$ cat config.mk
export PLATFORM = sky130hd
export DESIGN_NAME = boot_strap_latch
export DESIGN_NICKNAME = d
export VERILOG_FILES = /design/src/boot_strap_pkg.sv /design/src/boot_strap_latch.sv
export SDC_FILE = /design/constraint.sdc
export NUM_CORES = 1
export LEC_CHECK = 0
export ABC_AREA = 1
export ABC_CLOCK_PERIOD_IN_PS = 2100
export BUFFER_PORTS_ARGS = -buffer_cell sky130_fd_sc_hd__buf_2
export CORE_MARGIN = 3
export CORE_UTILIZATION = 25
export CTS_BUF_LIST = sky130_fd_sc_hd__clkbuf_8
export CTS_CLUSTER_DIAMETER = 80
export DETAILED_ROUTE_END_ITERATION = 6
export GPL_TIMING_DRIVEN = 0
export SLEW_MARGIN = 20
export SYNTH_ARGS = -nofsm -noshare
export SYNTH_HDL_FRONTEND = slang
export SYNTH_SLANG_ARGS = --single-unit
$ cat constraint.sdc
create_clock -name i_clk -period 2.1 [get_ports i_clk]
set_clock_uncertainty 0.2 [all_clocks]
set_input_delay 0.525 -clock i_clk [delete_from_list [all_inputs] [get_ports i_clk]]
set_output_delay 0.525 -clock i_clk [all_outputs]
set_load 0.1 [all_outputs]
$ cat src/boot_strap_pkg.sv
package boot_strap_pkg;

   localparam int STRAP_COUNT = 5;
   localparam int ADDR_WIDTH = 4;
   localparam int DATA_WIDTH = 32;

   // Bit positions of the five straps in every strap-wide vector.
   localparam int BIT_JTAG_DATA_IN = 0;
   localparam int BIT_BOOT_SEL_A = 1;
   localparam int BIT_BOOT_SEL_B = 2;
   localparam int BIT_JTAG_DATA_OUT = 3;
   localparam int BIT_SDIO_EDGE = 4;

   // Weak pulls applied while reset is active; they set the default levels.
   localparam logic [4:0] PULL_UP_MASK = 5'h1A;
   localparam logic [4:0] PULL_DOWN_MASK = 5'h05;
   localparam logic [4:0] STRAP_RESET = 5'h00;

   // Register offsets (byte addresses).
   localparam logic [3:0] OFS_STRAP_VALUE = 4'h0;
   localparam logic [3:0] OFS_SDIO_OVERRIDE = 4'h4;
   localparam logic [3:0] OFS_BOOT_STATUS = 4'h8;

   // Override register fields.
   localparam int OVR_VOLT_EN = 0;
   localparam int OVR_VOLT_1V8 = 1;
   localparam int OVR_TIMING_EN = 2;
   localparam int OVR_SAMPLE_RISE = 3;
   localparam int OVR_OUTPUT_RISE = 4;
   localparam int OVR_WIDTH = 5;
   localparam logic [4:0] OVR_RESET = 5'h00;

   // Status register fields.
   localparam int STS_FLASH_BOOT = 0;
   localparam int STS_DOWNLOAD_BOOT = 1;
   localparam int STS_RAIL_1V8 = 2;
   localparam int STS_LOG_EN = 3;
   localparam int STS_SAMPLE_RISE = 4;
   localparam int STS_OUTPUT_RISE = 5;
   localparam int STS_LATCHED = 6;
   localparam int STS_WIDTH = 7;

   localparam logic [31:0] RDATA_ZERO = 32'h0000_0000;

   typedef enum logic [1:0] {
      ST_IN_RESET,
      ST_RUNNING
   } latch_state_type;

endpackage

$ cat src/boot_strap_latch.sv
// Functional notes
// - Sample five straps at every system reset release; hold until the next release.
// - Latched strap bits are readable by software in the strap value register.
// - Weak pulls attach to strap pins while reset is active, giving defaults.
// - After release and latching, strap pins return to ordinary functional use.
// - Strap A 1 boots flash; A 0 with B 0 enters download boot.
// - Jtag data-out strap 1 enables boot log on UART; 0 keeps silent.
// - Firmware override bits replace strapped SDIO voltage and timing after boot.
`timescale 1ns/10ps
module boot_strap_latch (
   input wire logic i_clk, // 10 MHz clock
   input wire logic i_srst, // Power-on reset, clears all state but the synchronizers; weak pulls come up enabled
   input wire logic i_sys_rst, // System reset request, asynchronous, high while active
   input wire logic [boot_strap_pkg::STRAP_COUNT-1:0] i_strap_pin, // Strap pin levels
   input wire logic [boot_strap_pkg::ADDR_WIDTH-1:0] i_addr, // Register address
   input wire logic [boot_strap_pkg::DATA_WIDTH-1:0] i_wdata, // Register write data
   input wire logic i_wr, // Write strobe
   input wire logic i_rd, // Read strobe
   output logic [boot_strap_pkg::DATA_WIDTH-1:0] o_rdata, // Read data, cycle after i_rd
   output logic [boot_strap_pkg::STRAP_COUNT-1:0] o_pull_up_en, // Weak pull-up enables
   output logic [boot_strap_pkg::STRAP_COUNT-1:0] o_pull_down_en, // Weak pull-down enables
   output logic o_pins_functional, // Strap pins handed to normal use
   output logic o_straps_latched, // Strap bits valid
   output logic o_boot_from_flash, // Boot from SPI flash
   output logic o_download_boot, // Enter download boot
   output logic o_boot_log_en, // Boot log on first_uart_transmit_line
   output logic o_sdio_rail_1v8, // SDIO rail at 1.8 V, else 3.3 V
   output logic o_sdio_sample_rise, // SDIO slave samples on rising edge
   output logic o_sdio_output_rise // SDIO slave drives on rising edge
);
   import boot_strap_pkg::*;

   logic [STRAP_COUNT-1:0] pin_meta_reg;
   logic [STRAP_COUNT-1:0] pin_sync_reg;
   logic rst_meta_reg;
   logic rst_sync_reg;
   latch_state_type state_reg;
   latch_state_type state_next;
   logic [STRAP_COUNT-1:0] strap_reg;
   logic [STRAP_COUNT-1:0] strap_next;
   logic latched_reg;
   logic [OVR_WIDTH-1:0] ovr_reg;
   logic [OVR_WIDTH-1:0] ovr_next;
   logic [DATA_WIDTH-1:0] rdata_next;
   logic [STS_WIDTH-1:0] status_word;

   wire capture = (state_reg == ST_IN_RESET) && !rst_sync_reg;
   wire in_reset = (state_next == ST_IN_RESET);
   wire ovr_write = i_wr && (i_addr == OFS_SDIO_OVERRIDE);

   wire strap_data_in = strap_reg[BIT_JTAG_DATA_IN];
   wire strap_a = strap_reg[BIT_BOOT_SEL_A];
   wire strap_b = strap_reg[BIT_BOOT_SEL_B];
   wire strap_data_out = strap_reg[BIT_JTAG_DATA_OUT];
   wire strap_edge = strap_reg[BIT_SDIO_EDGE];

   wire flash_next = latched_reg && strap_a;
   wire download_next = latched_reg && !strap_a && !strap_b;
   wire log_next = latched_reg && strap_data_out;
   wire rail_next = ovr_reg[OVR_VOLT_EN] ? ovr_reg[OVR_VOLT_1V8] : strap_data_in;
   wire sample_next = ovr_reg[OVR_TIMING_EN] ? ovr_reg[OVR_SAMPLE_RISE] : strap_data_out;
   wire output_next = ovr_reg[OVR_TIMING_EN] ? ovr_reg[OVR_OUTPUT_RISE] : strap_edge;

   // Pin and reset inputs come from outside the clock domain.
   always_ff @(posedge i_clk) begin
      pin_meta_reg <= i_strap_pin;
      pin_sync_reg <= pin_meta_reg;
      rst_meta_reg <= i_sys_rst;
      rst_sync_reg <= rst_meta_reg;
   end

   // A system reset sends the block back to sampling; release latches once.
   always_comb begin
      state_next = state_reg;
      case (state_reg)
         ST_IN_RESET: begin
            if (!rst_sync_reg) begin
               state_next = ST_RUNNING;
            end
         end
         ST_RUNNING: begin
            if (rst_sync_reg) begin
               state_next = ST_IN_RESET;
            end
         end
         default: begin
            state_next = ST_IN_RESET;
         end
      endcase
   end

   // Strap bits change only at release; bus writes never reach them.
   assign strap_next = capture ? pin_sync_reg : strap_reg;
   assign ovr_next = ovr_write ? i_wdata[OVR_WIDTH-1:0] : ovr_reg;

   // Status fields are placed by their named positions so the map cannot drift.
   assign status_word[STS_FLASH_BOOT] = o_boot_from_flash;
   assign status_word[STS_DOWNLOAD_BOOT] = o_download_boot;
   assign status_word[STS_RAIL_1V8] = o_sdio_rail_1v8;
   assign status_word[STS_LOG_EN] = o_boot_log_en;
   assign status_word[STS_SAMPLE_RISE] = o_sdio_sample_rise;
   assign status_word[STS_OUTPUT_RISE] = o_sdio_output_rise;
   assign status_word[STS_LATCHED] = latched_reg;

   // Unmapped addresses read as zero.
   assign rdata_next = !i_rd ? RDATA_ZERO :
      (i_addr == OFS_STRAP_VALUE) ? {{(DATA_WIDTH-STRAP_COUNT){1'b0}}, strap_reg} :
      (i_addr == OFS_SDIO_OVERRIDE) ? {{(DATA_WIDTH-OVR_WIDTH){1'b0}}, ovr_reg} :
      (i_addr == OFS_BOOT_STATUS) ? {{(DATA_WIDTH-STS_WIDTH){1'b0}}, status_word} :
      RDATA_ZERO;

   always_ff @(posedge i_clk) begin
      if (i_srst) begin
         state_reg <= ST_IN_RESET;
         strap_reg <= STRAP_RESET;
         latched_reg <= 1'b0;
         ovr_reg <= OVR_RESET;
         o_rdata <= RDATA_ZERO;
      end else begin
         state_reg <= state_next;
         strap_reg <= strap_next;
         latched_reg <= latched_reg || capture;
         ovr_reg <= ovr_next;
         o_rdata <= rdata_next;
      end
   end

   // Pin control follows the state: pulls in reset, normal function after.
   always_ff @(posedge i_clk) begin
      if (i_srst) begin
         o_pull_up_en <= PULL_UP_MASK;
         o_pull_down_en <= PULL_DOWN_MASK;
         o_pins_functional <= 1'b0;
      end else begin
         o_pull_up_en <= in_reset ? PULL_UP_MASK : STRAP_RESET;
         o_pull_down_en <= in_reset ? PULL_DOWN_MASK : STRAP_RESET;
         o_pins_functional <= !in_reset;
      end
   end

   always_ff @(posedge i_clk) begin
      if (i_srst) begin
         o_straps_latched <= 1'b0;
         o_boot_from_flash <= 1'b0;
         o_download_boot <= 1'b0;
         o_boot_log_en <= 1'b0;
         o_sdio_rail_1v8 <= 1'b0;
         o_sdio_sample_rise <= 1'b0;
         o_sdio_output_rise <= 1'b0;
      end else begin
         o_straps_latched <= latched_reg;
         o_boot_from_flash <= flash_next;
         o_download_boot <= download_next;
         o_boot_log_en <= log_next;
         o_sdio_rail_1v8 <= rail_next;
         o_sdio_sample_rise <= sample_next;
         o_sdio_output_rise <= output_next;
      end
   end
endmodule

# After elaboration in Yosys (flattened, before gate mapping)
# Index checks and enable logic that the tools add are counted.
# totals
regBits,75
in_bits,46
output_inout_bits,50
wordCells,54
# classes
eq_ne,3
mux,11
bitwise,2
reduce_logical,17
# op_table
cell,count
$mux W5,4
$logic_and A1 B1 Y1,6
$reduce_or A5 Y1,1
$eq A4 B3 Y1 const B,1
$eq A4 B4 Y1 const B,1
$logic_not A1 Y1,4
$logic_not A2 Y1,2
$logic_not A4 Y1,1
$mux W2,2
$pmux W2 S2,1
$reduce_or A4 Y1,1
$mux W1,3
$mux W3,1
$eq A2 B1 Y1 const B,1
$not A1 Y1,2
$reduce_or A2 Y1,1
$logic_or A1 B1 Y1,1

# Logic depth before layout (Yosys ltp)
# depth
word_depth,4
depth_mapped,6
mapped_depth_nobuf,6

# Least setup slack after synthesis
# OpenSTA, ideal clock, no wires.
# synth_timing
path_kind,register -> output
startpoint,reg o_pull_up_en[3] (netlist name)
endpoint,out o_pull_down_en[2] (netlist name)
arrival_time_ns,1.410
required_time_ns,1.375
setup_slack_ns,-0.035
path_stages_with_launch,2
n_path_buf,1
cell_sequence,dfxtp_1 -> buf_4
# synth_lines
item,line,source
"end, declared",boot_strap_latch.sv:21,"output logic [boot_strap_pkg::STRAP_COUNT-1:0] o_pull_down_en,"

==> impl.org <==
** Run status
- The flow ran to the end, and the final reports show no timing, DRC or antenna violations.

** Synth
- Avg Cell Area, Syn :: 8.327 µm²
- Sequential share of the synthesized area :: 49.29%
- Total standard cell area after synthesis :: 1665 µm²
- Synth cell types :: 19
- Synth Instances :: 200
- Count of warnings emitted by yosys :: 0
- Number of synthesized register bits :: 41

** Detailed routing
- Uppermost routed layer :: met4
- The first detailed-routing pass ran for 4 iterations.
- The detail route stage leaves a number of antenna-violating nets equal to 0.
- Overall via count from detail_route :: 1,277
- Number of violations reported at the end of detailed-routing iteration 0 :: 44
- Dividing the detail-routed via count by the number of cells gives 3.628.
- Routed length on met2 :: 1582 µm
- Met3 WL :: 252 µm
- The detailed router put a total of 1230 µm of wire on met1.
- Drt wl/cell :: 8.761 µm
- Wires add up to 3084 µm.
- Remaining routing DRC violations :: 0

** Cells and area
- Nets@finish :: 320
- Layout overhead on the synthesized area :: 32.01%
- Count of inserted antenna diode cells :: 0
- In the layout the commonest cells are dfxtp_1, buf_2, buf_4.
- Leaving out fill and tap cells, the most frequent cell in the layout is dfxtp_1.
- The register with the most flip-flops in the layout has 7 of them.
- Ratio of cells with drive above 1 in the final layout :: 33.09%
- Counting flops per register, the top entry is o_rdata.

** Placement
- In this run the tool buffered the top-level ports with 37 buffer cells.
- OpenSTA, run right after detailed placement, puts the worst setup slack at 499.7 ps.
- HPWL reported at the end of detailed placement :: 2459 µm
- At the end of routability-driven placement, the weighted congestion stood at 0.8550.

** Worst setup path
- Slowest-stage cell, CP :: buf_2
- Of all nets on the critical path, the largest fanout is 5.
- The worst setup path is launched from a register.
- Critical setup path kind :: reg2out
- Delay of the slowest cell on the worst path :: 410 ps
- Data on the critical path arrives at its endpoint at 1160 ps.
- STA puts the critical path data required time at 1370 ps.
- The number of buffers and inverters on the critical path is 2.
- Kind of cell adding the most delay to the critical path :: buffers and inverters
- Walking the worst path, the cells encountered are buf_4 > buf_2.
- The worst setup path is captured at an output port.

** Power and ir drop
- The worst-case IR drop observed on VDD is 0.0003733 V.
- Static Leak :: 1.122 nW
- Dividing total power by cell area gives a power density of 930.1 nW/µm².

** Run
- MaxCap Viol Count :: 0

** STA
- Setup repair after global routing left no endpoint under its margin.
- Number of failing setup endpoints in the final timing report :: 0
- Final sum of negative setup slack :: 0 ps
- Final max-slew violation count :: 0
- Upper clock frequency limit :: 0.5303 GHz
- Final worst path period need :: 1886 ps
- Setup slack on the critical path of the routed design comes to 214.3 ps.
- Final count of hold timing violations :: 0
- The final critical path takes up 89.79% of the cycle.

** Floorplan
- Starting density of the core :: 26.08%
- In this run the vertical extent of the chip is 87.62 µm.
- Area of the placeable core :: 6386 µm²
- Floorplan row count :: 29
- Overall die area :: 7676 µm²
- The die is 87.62 µm wide.
- Pin placement for this block handled 96 I/O pins.

** Global routing
- Initial antenna violation count :: 0
- Global-route wire length before repair :: 4802 µm
- The via count of the first global-routing pass is 1,100.
- Pin count of the biggest net entering global routing :: 15
- Overflow after GRT :: 0
- Global Route Usage Sum :: 8.044%

** Clock network
- Maximum number of buffers from clock root to sink :: 2
- Clock tree synthesis found a total of 41 sinks.
- TritonCTS built the clock tree.
- Htree depth :: 2
- Number of buffers added by the clock tree synthesis step :: 5
- Clock latency of the later-clocked register in the worst-skew pair :: 290 ps
- After clock tree synthesis, the repair step resized 0 gates.
- Clock-pin slew was measured on the worst setup and hold paths at 80 ps.
- Post-CTS repair timing setup buffer count :: 0
- In this run, post-CTS hold repair placed 0 buffers.
- CTS placed an instance of clkbuf_8 at the clock tree root.

** Min path
- In this run the worst hold path is classified as in2reg.
==> synth_stat cells <==
library cell / count / area [µm²]
nor3_1: 3 / 15.01
nor2_1: 22 / 82.58
buf_2: 1 / 5.000
nand4_1: 6 / 37.54
dfxtp_1: 41 / 820.8
clkbuf_4: 1 / 7.510
inv_1: 30 / 112.6
conb_1: 1 / 3.750
buf_4: 35 / 262.8
nand3b_1: 3 / 22.52
buf_6: 2 / 22.52
nand3_1: 11 / 55.05
nor2_4: 2 / 22.52
a21oi_2: 1 / 8.760
o21ai_0: 9 / 45.04
a21oi_1: 7 / 35.03
nand2_1: 22 / 82.58
inv_2: 1 / 3.750
nand3_2: 2 / 20.02
==> area by class of cell <==
type | instances | area [µm²]
inverters | 31 | 116.4
clock buffers | 5 | 68.82
clock inverters | 3 | 68.82
multi-input cells | 119 | 543.0
well taps | 77 | 96.34
repair buffers | 37 | 185.2
flip-flops and latches | 41 | 822.0
plain buffers | 39 | 297.8
fillers | 674 | 4188
==> path summary, 6_finish.rpt <==
kind	slack [ps]	cells after the start	to	startpoint
setup / recovery	210	2	o_pull_down_en[2]	o_pull_up_en[3]
hold / removal	130	1	pin_meta_reg[0]	i_strap_pin[0]
setup reg to reg	970	5	strap_reg[0]	state_reg[1]
hold reg to reg	130	0	rst_sync_reg	rst_meta_reg
==> power breakdown <==
part / internal, mW / leakage [nW] / switching, mW
clock network: 0.478 / 0.0687 / 0.270
logic: 0.0889 / 0.716 / 0.384
registers: 0.809 / 0.337 / 0.0142
==> layer usage <==
metal | vias to the layer above | track usage (%)
li1 | 696 | -
met3 | 2 | 3.010
met5 | - | 0
met4 | 0 | 3.347
met1 | 536 | 8.448
met2 | 43 | 14.38
==> cells by family after synthesis <==
logic type      Yosys count  synth area share [%]
buf+inv                  70                 24.87
flops                    41                 49.29
simple gates             71                 20.29
compound gates           17                 5.334
other cells               1                0.2252
==> metrics by stage <==
step	hold WS [ps]	utilization, %	power [mW]	cell area, µm²	instances
4_1_cts	121.1	34.42	2.060	2198	352
3_5_place_dp	112.1	32.27	1.314	2061	344
3_3_place_gp	114.4	32.27	1.312	2061	344
6_report	130.4	34.42	2.045	2198	352
5_1_grt	113.1	34.42	2.118	2198	352
2_1_floorplan	109.6	-	1.266	1779	230
No activity file was read; power rests on OpenSTA's default activity.
